**config.mk**
```make
export PLATFORM = sky130hd
export DESIGN_NAME = oscillator_mode_control
export DESIGN_NICKNAME = d
export VERILOG_FILES = /design/src/shared/osc_mode_pkg.sv /design/src/logic/oscillator_mode_control.sv /design/src/logic/level_sync.sv /design/src/logic/warm_up_counter.sv
export SDC_FILE = /design/constraint.sdc
export NUM_CORES = 1
export LEC_CHECK = 0
export BUFFER_PORTS_ARGS = -buffer_cell sky130_fd_sc_hd__buf_4
export CAP_MARGIN = 25
export CORE_AREA = 2 2 78 95
export DETAILED_ROUTE_END_ITERATION = 10
export DIE_AREA = 0 0 80 97
export PLACE_DENSITY = 0.83
export SYNTH_ARGS = -nofsm -noshare
export SYNTH_HDL_FRONTEND = slang
export SYNTH_SLANG_ARGS = --single-unit
```
**constraint.sdc**
```tcl
create_clock -name sys_clk -period 3 [get_ports sys_clk]
set_input_delay 0.3 -clock sys_clk [delete_from_list [all_inputs] [get_ports sys_clk]]
set_output_delay 0.3 -clock sys_clk [all_outputs]
set_load 0.01 [all_outputs]
```
**src/shared/osc_mode_pkg.sv**
```systemverilog
// Constants and types shared by the oscillator and operating-mode control block
// ****************************************************************************
// ****************************************************************************
package osc_mode_pkg;
	localparam int addr_width = 12;
	localparam int data_width = 32;
	localparam logic [9:0] control_index = 10'h0CA;
	localparam logic [9:0] status_index = 10'h0CB;
	localparam logic [7:0] control_reset = 8'h00;
	localparam logic [7:0] control_write_mask = 8'h1E;
	localparam int stop_bit = 1;
	localparam int slow_bit = 2;
	localparam int mode_lsb = 3;
	localparam int mode_msb = 4;
	localparam logic [1:0] mode_normal = 2'h0;
	localparam logic [1:0] mode_sleep = 2'h1;
	localparam logic [1:0] mode_green = 2'h2;
	localparam logic [2:0] opt_fast_rc_only = 3'h0;
	localparam logic [2:0] opt_fast_rc_rtc = 3'h1;
	localparam logic [2:0] opt_ext_rc = 3'h2;
	localparam logic [2:0] opt_crystal_32k = 3'h3;
	localparam logic [2:0] opt_crystal_12m = 3'h4;
	localparam logic [2:0] opt_crystal_4m = 3'h5;
	localparam int warm_width = 12;
	localparam logic [11:0] warm_reset_periods = 12'h800;
	localparam logic [11:0] warm_crystal_periods = 12'h800;
	localparam logic [11:0] warm_rc_periods = 12'h020;
	localparam logic [2:0] div_log2_min_rc = 3'h2;
	localparam logic [2:0] div_log2_max = 3'h4;
	localparam logic [2:0] div_log2_slow = 3'h2;
	localparam logic [1:0] settle_cycles = 2'h3;
	localparam int sync_width = 10;
	typedef enum logic [2:0] {
		st_capture = 3'b000,
		st_warm_up = 3'b001,
		st_run = 3'b011,
		st_green = 3'b111,
		st_sleep = 3'b110
	} mode_state_t;
endpackage

```
**src/logic/oscillator_mode_control.sv**
```systemverilog
// Oscillator selection, operating modes and clock release with an APB register port
//
// Chosen here: the APB register port.
`timescale 1ns/10ps
`default_nettype none
module oscillator_mode_control (
	input wire logic sys_clk,
	input wire logic reset_n,
	input wire logic [osc_mode_pkg::addr_width-1:0] paddr,
	input wire logic psel,
	input wire logic penable,
	input wire logic pwrite,
	input wire logic [osc_mode_pkg::data_width-1:0] pwdata,
	output logic [osc_mode_pkg::data_width-1:0] prdata,
	output logic pready,
	output logic pslverr,
	input wire logic [2:0] high_clock_option,
	input wire logic watchdog_always_on,
	input wire logic watchdog_enable,
	input wire logic [2:0] fcpu_divide_code,
	input wire logic high_clock_tick,
	input wire logic port_wake,
	input wire logic timer_wake,
	output logic internal_fast_rc_osc_enable,
	output logic external_osc_enable,
	output logic rtc_crystal_enable,
	output logic internal_slow_rc_osc_enable,
	output logic system_clock_slow,
	output logic cpu_clock_release,
	output logic [2:0] fcpu_divide_log2,
	output logic crystal_in_pin_gpio,
	output logic crystal_out_pin_gpio
);
	import osc_mode_pkg::*;

	// ************************************************************
	// Helpers
	// ************************************************************
	function automatic logic uses_fast_rc(input logic [2:0] opt);
		uses_fast_rc = (opt == opt_fast_rc_only) || (opt == opt_fast_rc_rtc);
	endfunction

	function automatic logic uses_crystal(input logic [2:0] opt);
		uses_crystal = (opt == opt_fast_rc_rtc) || (opt == opt_crystal_32k)
			|| (opt == opt_crystal_12m) || (opt == opt_crystal_4m);
	endfunction

	function automatic logic uses_ext_osc(input logic [2:0] opt);
		uses_ext_osc = (opt == opt_ext_rc) || (opt == opt_crystal_32k)
			|| (opt == opt_crystal_12m) || (opt == opt_crystal_4m);
	endfunction

	function automatic logic [2:0] legal_option(input logic [2:0] opt);
		if (opt > opt_crystal_4m) begin
			legal_option = opt_fast_rc_only;
		end else begin
			legal_option = opt;
		end
	endfunction

	function automatic logic reg_hit(input logic [addr_width-1:0] addr,
		input logic [9:0] index);
		reg_hit = (addr[addr_width-1:2] == index) && (addr[1:0] == 2'h0);
	endfunction

	// ************************************************************
	// State
	// ************************************************************
	typedef struct packed {
		mode_state_t state;
		logic [1:0] settle;
		logic [2:0] option;
		logic always_on;
		logic wdt_on;
		logic [2:0] div_code;
		logic stop_fast_clock;
		logic slow_clock_select;
		logic [1:0] cpu_power_mode;
		logic tick_last;
		logic wake_last;
		logic warm_start;
		logic [11:0] warm_periods;
		logic ready;
		logic err;
		logic [data_width-1:0] rdata;
		logic fast_rc_en;
		logic ext_en;
		logic rtc_en;
		logic slow_rc_en;
		logic sys_slow;
		logic release_clk;
		logic [2:0] div_log2;
		logic in_gpio;
		logic out_gpio;
	} ctrl_state_t;

	ctrl_state_t cur;
	ctrl_state_t next_cur;
	logic [sync_width-1:0] pins_sync;
	logic warm_done;
	logic tick_now;
	logic wake_now;
	logic tick_edge;
	logic wake_edge;
	logic access;
	logic do_write;
	logic hit_control;
	logic hit_status;
	logic [7:0] control_value;
	logic [7:0] status_value;

	// ************************************************************
	// Pin synchronisers and warm-up counter
	// ************************************************************
	level_sync pin_sync (
		.sys_clk(sys_clk),
		.reset_n(reset_n),
		.async_in({high_clock_option, watchdog_always_on, watchdog_enable,
			fcpu_divide_code, high_clock_tick, port_wake}),
		.sync_out(pins_sync)
	);

	warm_up_counter warm_count (
		.sys_clk(sys_clk),
		.reset_n(reset_n),
		.start(cur.warm_start),
		.periods(cur.warm_periods),
		.period_tick(tick_edge),
		.done(warm_done)
	);

	assign tick_now = pins_sync[1];
	assign wake_now = pins_sync[0];
	assign tick_edge = tick_now && !cur.tick_last;
	assign wake_edge = wake_now != cur.wake_last;

	// ************************************************************
	// Register decode
	// ************************************************************
	assign access = psel && penable && !cur.ready;
	assign hit_control = reg_hit(paddr, control_index);
	assign hit_status = reg_hit(paddr, status_index);
	assign do_write = access && pwrite && hit_control;
	assign control_value = {3'h0, cur.cpu_power_mode, cur.slow_clock_select,
		cur.stop_fast_clock, 1'b0};
	assign status_value = {cur.sys_slow, cur.slow_rc_en, cur.rtc_en, cur.ext_en,
		cur.fast_rc_en, cur.state[1:0] == 2'h3 ? cur.state[2] : 1'b0, 1'b0,
		cur.release_clk};

	// ************************************************************
	// Next state
	// ************************************************************
	always_comb begin
		next_cur = cur;
		next_cur.tick_last = tick_now;
		next_cur.wake_last = wake_now;
		next_cur.warm_start = 1'b0;
		next_cur.ready = access;
		next_cur.err = 1'b0;

		unique case (cur.state)
			st_capture: begin
				// Straps settle through the synchroniser, then freeze
				if (cur.settle == settle_cycles) begin
					next_cur.option = legal_option(pins_sync[9:7]);
					next_cur.always_on = pins_sync[6];
					next_cur.wdt_on = pins_sync[5];
					next_cur.div_code = pins_sync[4:2];
					next_cur.warm_periods = warm_reset_periods;
					next_cur.warm_start = 1'b1;
					next_cur.state = st_warm_up;
				end else begin
					next_cur.settle = cur.settle + 2'h1;
				end
			end
			st_warm_up: begin
				if (warm_done && !cur.warm_start) begin
					next_cur.state = st_run;
				end
			end
			st_run: begin
				if (cur.cpu_power_mode == mode_sleep) begin
					next_cur.state = st_sleep;
				end else if (cur.cpu_power_mode == mode_green) begin
					next_cur.state = st_green;
				end
			end
			st_green: begin
				if (wake_edge || timer_wake) begin
					next_cur.cpu_power_mode = mode_normal;
					next_cur.state = st_run;
				end
			end
			st_sleep: begin
				if (wake_edge) begin
					next_cur.cpu_power_mode = mode_normal;
					next_cur.slow_clock_select = 1'b0;
					next_cur.warm_start = 1'b1;
					if (uses_crystal(cur.option)) begin
						next_cur.warm_periods = warm_crystal_periods;
					end else begin
						next_cur.warm_periods = warm_rc_periods;
					end
					next_cur.state = st_warm_up;
				end
			end
			default: begin
				next_cur.state = st_capture;
			end
		endcase

		// Software write lands after hardware clears, so a set is never lost
		if (do_write) begin
			next_cur.stop_fast_clock = pwdata[stop_bit];
			next_cur.slow_clock_select = pwdata[slow_bit];
			next_cur.cpu_power_mode = pwdata[mode_msb:mode_lsb];
		end

		// APB answer one cycle into the access phase
		if (access) begin
			if (hit_control) begin
				next_cur.rdata = {24'h000000, control_value & control_write_mask};
			end else if (hit_status && !pwrite) begin
				next_cur.rdata = {24'h000000, status_value};
			end else begin
				next_cur.rdata = '0;
				next_cur.err = 1'b1;
			end
		end

		// Oscillator enables
		next_cur.fast_rc_en = uses_fast_rc(cur.option) && !cur.stop_fast_clock
			&& (cur.state != st_sleep);
		next_cur.ext_en = uses_ext_osc(cur.option) && !cur.stop_fast_clock
			&& (cur.state != st_sleep);
		next_cur.rtc_en = (cur.option == opt_fast_rc_rtc) && !cur.stop_fast_clock
			&& (cur.state != st_sleep);
		next_cur.slow_rc_en = !((cur.state == st_sleep)
			|| ((cur.state == st_green)
			&& (((cur.option == opt_fast_rc_rtc) && !cur.always_on)
			|| ((cur.option == opt_crystal_32k) && !cur.wdt_on))));

		// System clock source and instruction divider
		next_cur.sys_slow = cur.slow_clock_select;
		if (cur.slow_clock_select) begin
			next_cur.div_log2 = div_log2_slow;
		end else if (cur.div_code > div_log2_max) begin
			next_cur.div_log2 = div_log2_max;
		end else if (uses_fast_rc(cur.option) && (cur.div_code < div_log2_min_rc)) begin
			next_cur.div_log2 = div_log2_min_rc;
		end else begin
			next_cur.div_log2 = cur.div_code;
		end

		// Clock only after warm-up, and never with no running source
		next_cur.release_clk = (cur.state == st_run) && (cur.cpu_power_mode == mode_normal)
			&& !(cur.stop_fast_clock && !cur.slow_clock_select);

		// Crystal pin ownership
		next_cur.in_gpio = (cur.option == opt_fast_rc_only);
		next_cur.out_gpio = (cur.option == opt_fast_rc_only)
			|| (cur.option == opt_ext_rc);
	end

	// ************************************************************
	// Registers
	// ************************************************************
	always_ff @(posedge sys_clk or negedge reset_n) begin
		if (!reset_n) begin
			cur <= '0;
			cur.state <= st_capture;
			cur.slow_rc_en <= 1'b1;
			cur.in_gpio <= 1'b1;
			cur.out_gpio <= 1'b1;
			cur.stop_fast_clock <= control_reset[stop_bit];
			cur.slow_clock_select <= control_reset[slow_bit];
			cur.cpu_power_mode <= control_reset[mode_msb:mode_lsb];
		end else begin
			cur <= next_cur;
		end
	end

	// ************************************************************
	// Outputs
	// ************************************************************
	assign prdata = cur.rdata;
	assign pready = cur.ready;
	assign pslverr = cur.err;
	assign internal_fast_rc_osc_enable = cur.fast_rc_en;
	assign external_osc_enable = cur.ext_en;
	assign rtc_crystal_enable = cur.rtc_en;
	assign internal_slow_rc_osc_enable = cur.slow_rc_en;
	assign system_clock_slow = cur.sys_slow;
	assign cpu_clock_release = cur.release_clk;
	assign fcpu_divide_log2 = cur.div_log2;
	assign crystal_in_pin_gpio = cur.in_gpio;
	assign crystal_out_pin_gpio = cur.out_gpio;
endmodule
`default_nettype wire

```
**src/logic/level_sync.sv**
```systemverilog
// Two-flop synchroniser for a group of pin levels
`timescale 1ns/10ps
`default_nettype none
module level_sync (
	input wire logic sys_clk,
	input wire logic reset_n,
	input wire logic [osc_mode_pkg::sync_width-1:0] async_in,
	output logic [osc_mode_pkg::sync_width-1:0] sync_out
);
	import osc_mode_pkg::*;
	typedef struct packed {
		logic [sync_width-1:0] first;
		logic [sync_width-1:0] second;
	} sync_state_t;
	sync_state_t cur;
	sync_state_t next_cur;
	always_comb begin
		next_cur.first = async_in;
		next_cur.second = cur.first;
	end
	always_ff @(posedge sys_clk or negedge reset_n) begin
		if (!reset_n) begin
			cur <= '0;
		end else begin
			cur <= next_cur;
		end
	end
	assign sync_out = cur.second;
endmodule
`default_nettype wire

```
**src/logic/warm_up_counter.sv**
```systemverilog
// Counts high-clock periods after a start request and flags completion
`timescale 1ns/10ps
`default_nettype none
module warm_up_counter (
	input wire logic sys_clk,
	input wire logic reset_n,
	input wire logic start,
	input wire logic [osc_mode_pkg::warm_width-1:0] periods,
	input wire logic period_tick,
	output logic done
);
	import osc_mode_pkg::*;
	typedef struct packed {
		logic [warm_width-1:0] remain;
		logic done;
	} warm_state_t;
	warm_state_t cur;
	warm_state_t next_cur;
	always_comb begin
		next_cur = cur;
		if (start) begin
			next_cur.remain = periods;
			next_cur.done = 1'b0;
		end else if (!cur.done && period_tick) begin
			next_cur.remain = cur.remain - 12'h001;
			next_cur.done = (cur.remain == 12'h001);
		end
	end
	always_ff @(posedge sys_clk or negedge reset_n) begin
		if (!reset_n) begin
			cur <= '0;
		end else begin
			cur <= next_cur;
		end
	end
	assign done = cur.done;
endmodule
`default_nettype wire

```
Word-level counts from Yosys, hierarchy flattened
Index checks and enable logic that the tools add are counted.
- bits in registers: 110
- $add $sub $neg: 2
- $lt $le $gt $ge: 3
- eq/ne operators: 25
- multiplexer cells: 28
- bitwise operators: 1
- reductions and logical operators: 60
- operators by type and width (operator ; number):
    $mux W13 ; 4
    $mux W3 ; 12
    $mux W33 ; 1
    $pmux W13 S2 ; 1
    $logic_and A1 B1 Y1 ; 23
    $eq A10 B8 Y1 const B ; 2
    $mux W8 ; 2
    $pmux W3 S5 ; 1
    $eq A12 B1 Y1 const B ; 1
    $eq A3 B3 Y1 const B ; 4
    $mux W12 ; 1
    $ne A3 B3 Y1 const B ; 4
    $sub A12 B1 Y12 const B ; 1
    $logic_not A1 Y1 ; 11
    $logic_or A1 B1 Y1 ; 11
    $eq A3 B2 Y1 const B ; 3
    $ne A2 B2 Y1 const B ; 4
    $reduce_bool A2 Y1 ; 4
    $eq A2 B2 Y1 const B ; 3
    $eq A3 B1 Y1 const B ; 2
    $gt A3 B3 Y1 const B ; 2
    $logic_not A3 Y1 ; 2
    $reduce_and A2 Y1 ; 3
    $reduce_and A3 Y1 ; 2
    11 further kinds ; 15

Depth between registers and ports, before layout
- depth after elaboration: 7
- gate-level depth with buffers: 6

Hierarchy
From an unflattened synthesis, not the netlist that was laid out.
- cell total of the unflattened synthesis: 300
- area total of the unflattened synthesis: 3424.5 um2
- by module, submodules not included (module ; times used ; cells each ; area an instance (um2) ; sequential area each (um2)):
    oscillator_mode_control ; 1 ; 193 ; 2103.3 ; 1079.8
    warm_up_counter ; 1 ; 77 ; 745.7 ; 325.3
    level_sync ; 1 ; 30 ; 575.6 ; 500.5

Worst setup path after synthesis
Ideal clock, no wire load.
- path type: register to register
- start point: register warm_count.cur[1] (netlist bit)
- end point: register warm_count.cur[11] (netlist bit)
- library setup time: 0.078 ns
- data arrival time: 1.546 ns
- data required time: 2.922 ns
- path slack: 1.376 ns
- stages on the path, launching flop included: 7
- buffers on the path: 0
- path through: dfrtp_1 inv_1 ha_1 nor3b_2 nand2_2 or4_1 a21oi_1
- word-level cells in the longest chain between the ends: 3
- ends and longest elaborated chain (what ; RTL line ; text):
    start, declared ; warm_up_counter.sv:17 ; warm_state_t cur;
    start signal, assigned ; warm_up_counter.sv:33 ; cur <= next_cur;
    $sub A12 B1 Y12 ; warm_up_counter.sv:25 ; next_cur.remain = cur.remain - 12'h001;
    $mux W13 ; warm_up_counter.sv:24 ; end else if (!cur.done && period_tick) begin
    $mux W13 ; warm_up_counter.sv:21 ; if (start) begin
No other way between the ends. The select of a mux whose other input is x is not followed.
A chain may end at the register's enable or synchronous reset.

Worst setup path in the final report
Ends and elaborated chain as after synthesis.

==> results_dict.tcl <==
set metrics [dict create \
    grt_pass1_wl_um 9270 \
    power_density_mw_per_mm2 687 \
    drc 0 \
    hold_viol 0 \
    p_leak_nw 1.77 \
    gp_congestion 0.759 \
    synth-main-ff-cell "dfrtp_1" \
    ys_seq_area_share_pct 57.3 \
    max_cap_violations 0 \
    min_period_over_period_pct 61.9 \
    cts-root-buf "clkbuf_8" \
    drtPass1Iterations 4 \
    cts_setup_buffers 0 \
    grt_max_degree 77 \
    synth-async-reset-ratio_pct 100 \
    cts.clk_slew.worst_paths_ns 0.08 \
    power_frac_seq_pct 50.2 \
    placed_cell_area_sq_mm 0.00360 \
    yosysTopAreaCellShare_pct 55.0 \
    synth-edff-count 0 \
    timing.fmax_mhz 539 \
    dp_slack_ns 1.14 \
    ios 105 \
    finalSetupTns_ns 0 \
    port_buffers 52 \
    rsz0062_at_grt "false" \
    wl_per_cell_um 12.9 \
    syn_area_sq_mm 0.00332 \
    p_total_mw 2.64 \
    start_kind "flip-flop" \
    synth_warnings 0 \
    antenna_found_initial 0 \
    crit_required_ns 3.27 \
    clkLatencyLatePin_ns 0.35 \
    grt_overflow_total 0 \
    synthTopCellsByArea "dfrtp_1 55%, buf_4 7.9%, mux2_2 3.7%, nand2_1 3.3%, nor2_1 2.7%" \
    grt_pass1_vias 2047 \
    die_w_um 80 \
    core_sq_mm 0.00677 \
    setup.worst_path.end_class "flip-flop" \
    num_antenna_cells 0 \
    worstMarginPinSlew_ns 0.914 \
    via_count 2091 \
    syn_to_final_growth_pct 15.5 \
    finalCriticalPeriod_ns 1.86 \
    drtIter0Drc 163 \
    numCtsBuffers 9 \
    p_sw_mw 0.730 \
    worst_clock_skew_ns 0.00445 \
    p_comb_share_pct 15.0 \
    slowest_delay_ns 0.49 \
    std_cell_rows 33 \
    arrival_ns 2.12 \
    cp_slowest_cell "or4_1" \
    cts_repair_resize_count 0 \
    drv_slew 0 \
    syn_inst 297 \
    die_h_um 97 \
    finalInstanceArea_sq_mm 0.00384 \
    peakVddDrop_mv 0.358 \
    crit_chain "inv_1 -> ha_1 -> nor3b_2 -> nand2_2 -> or4_1 -> a21oi_1" \
    syn_area_per_cell_sq_um 11.2 \
    wl_um 5550 \
    cts_tree "yes" \
    floorplan.initialDensity_pct 49.1 \
    crit_fanout 5 \
    final.setup.worst_slack_ns 1.14 \
    htreeDepth 3 \
    slew_headroom_pct 39.1 \
    switching_share_pct 27.7 \
    ys_types 46 \
    hpwl_um 3990 \
    ant_nets 0 \
    clk_path_buf_depth 2 \
    nNetsFinal 402 \
    fp.dieArea_sq_mm 0.00776 \
    status "complete, no violations" \
    grtUsageTotal_pct 15.4 \
    setup_violations 0 \
    yosysTopAreaCell "dfrtp_1" \
    p_int_mw 1.91 \
    via_per_inst 4.87 \
    ys_seq_elements 76 \
    hold_ws_ns 0.0526 \
    drive_gt1_share_pct 26.3 \
    criticalPathCategory "reg -> reg" \
    hold_buffers 0 \
    hp-class "in -> async" \
    p_clk_share_pct 34.8 \
    cts_sinks 76 \
]
[flip-flops by register name, summed over array words and instances, names as in the netlist, 3 cells and up]
name,cells
control_value,4
cur,18
fcpu_divide_log2,3
pin_sync.cur,10
pin_sync.sync_out,10
prdata,8
warm_count.cur,12
[cell usage after synthesis, types with 2 or more instances]
master     n
dfrtp_1   73
buf_4     35
nand2_1   29
nor2_1    24
o21ai_0   15
mux2_2    11
inv_1      9
xor2_1     9
a21oi_1    8
nand3_1    8
clkbuf_1   6
nand2b_1   6
nor3_1     6
buf_2      5
ha_1       5
o31ai_1    4
dfstp_2    3
nand4_1    3
nor2b_1    3
nor4b_1    3
a22oi_1    2
and2_1     2
and3_1     2
nor3_2     2
or4_1      2
xnor2_1    2
[power by group through the flow]
stage | Sequential (mW) | Combinational (mW) | Clock, mW
4_1_cts | 1.32 | 0.401 | 0.939
6_report | 1.32 | 0.394 | 0.918
3_3_place_gp | 1.32 | 0.377 | 0
3_5_place_dp | 1.34 | 0.399 | 0
5_1_grt | 1.34 | 0.449 | 0.994
2_1_floorplan | 1.30 | 0.307 | 0
[worst max-delay path, delay by kind of cell, from the launching register on]
family | cells | cell delay [ns]
AOI/OAI and AO/OA | 1 | 0.16
DFF | 1 | 0.46
and+or+nand+nor | 3 | 0.90
buffers and inverters | 1 | 0.09
adders and majority gates | 1 | 0.16
[path summary, 6_finish.rpt]
check	from	to	slack, ns	cells past startpoint
min in group sys_clk	high_clock_option[1]	pin_sync.cur[18]$_DFF_PN0_	0.05	1
setup / recovery	warm_count.cur[1]$_DFFE_PN0P_	warm_count.cur[11]$_DFFE_PN0P_	1.14	6
max in group asynchronous	reset_n	warm_count.done$_DFFE_PN0P_	2.32	1
hold reg to reg	pin_sync.cur[13]$_DFF_PN0_	pin_sync.sync_out[3]$_DFF_PN0_	0.35	0
hold / removal	reset_n	control_value[4]$_DFFE_PN0P_	0.05	1
setup reg to reg	warm_count.cur[1]$_DFFE_PN0P_	warm_count.cur[11]$_DFFE_PN0P_	1.14	6
[logic make-up (layout without fill, tap and decap cells)]
family	count (synthesis)	after routing	synth area share, %
and+or+nand+nor	102	102	17.3
DFF	76	76	57.3
buffers and inverters	55	77	10.4
AOI/OAI and AO/OA	36	36	6.40
xor gates and xnor gates	11	11	2.90
muxes	11	11	3.73
adders and majority gates	5	5	1.88
other	1	24	0.113
[metrics by stage]
stage               cells  util [%]
floorplan             320         -
CTS                   429      56.7
global placement      413      53.1
detailed placement    413      53.1
finish                429      56.7
global route          429      56.7
[per-layer routing]
| layer | vias to the layer above | global-route usage, % | routed length, um |
|---|---|---|---|
| met2 | 75 | 25.3 | 2770 |
| met3 | 8 | 4.01 | 359 |
| met1 | 996 | 18.5 | 2310 |
| met5 | - | 0 | 0 |
| met4 | 0 | 7.82 | 107 |
| li1 | 1012 | - | - |
[final cells by class]
cell class              instances  area [sq um]
clock buffers                  10           128
clock inverters                 6           113
fillers                       583          2930
inverters                       9          33.8
multi-input cells             189          1160
flip-flops and latches         76          1910
well taps                      87           109
repair buffers                 52           390
[layout by cell type, fill, tap and decap left out, types with 4 or more instances in the layout]
cell	count
buf_4	52
ha_1	5
nand2_1	29
o31ai_1	4
nor2_1	24
clkbuf_8	9
xor2_1	9
conb_1	24
nand2b_1	6
o21ai_0	15
nand3_1	8
nor3_1	6
a21oi_1	8
inv_1	9
mux2_2	11
dfrtp_1	73
Note: power is estimated with default switching activity, not from simulation.
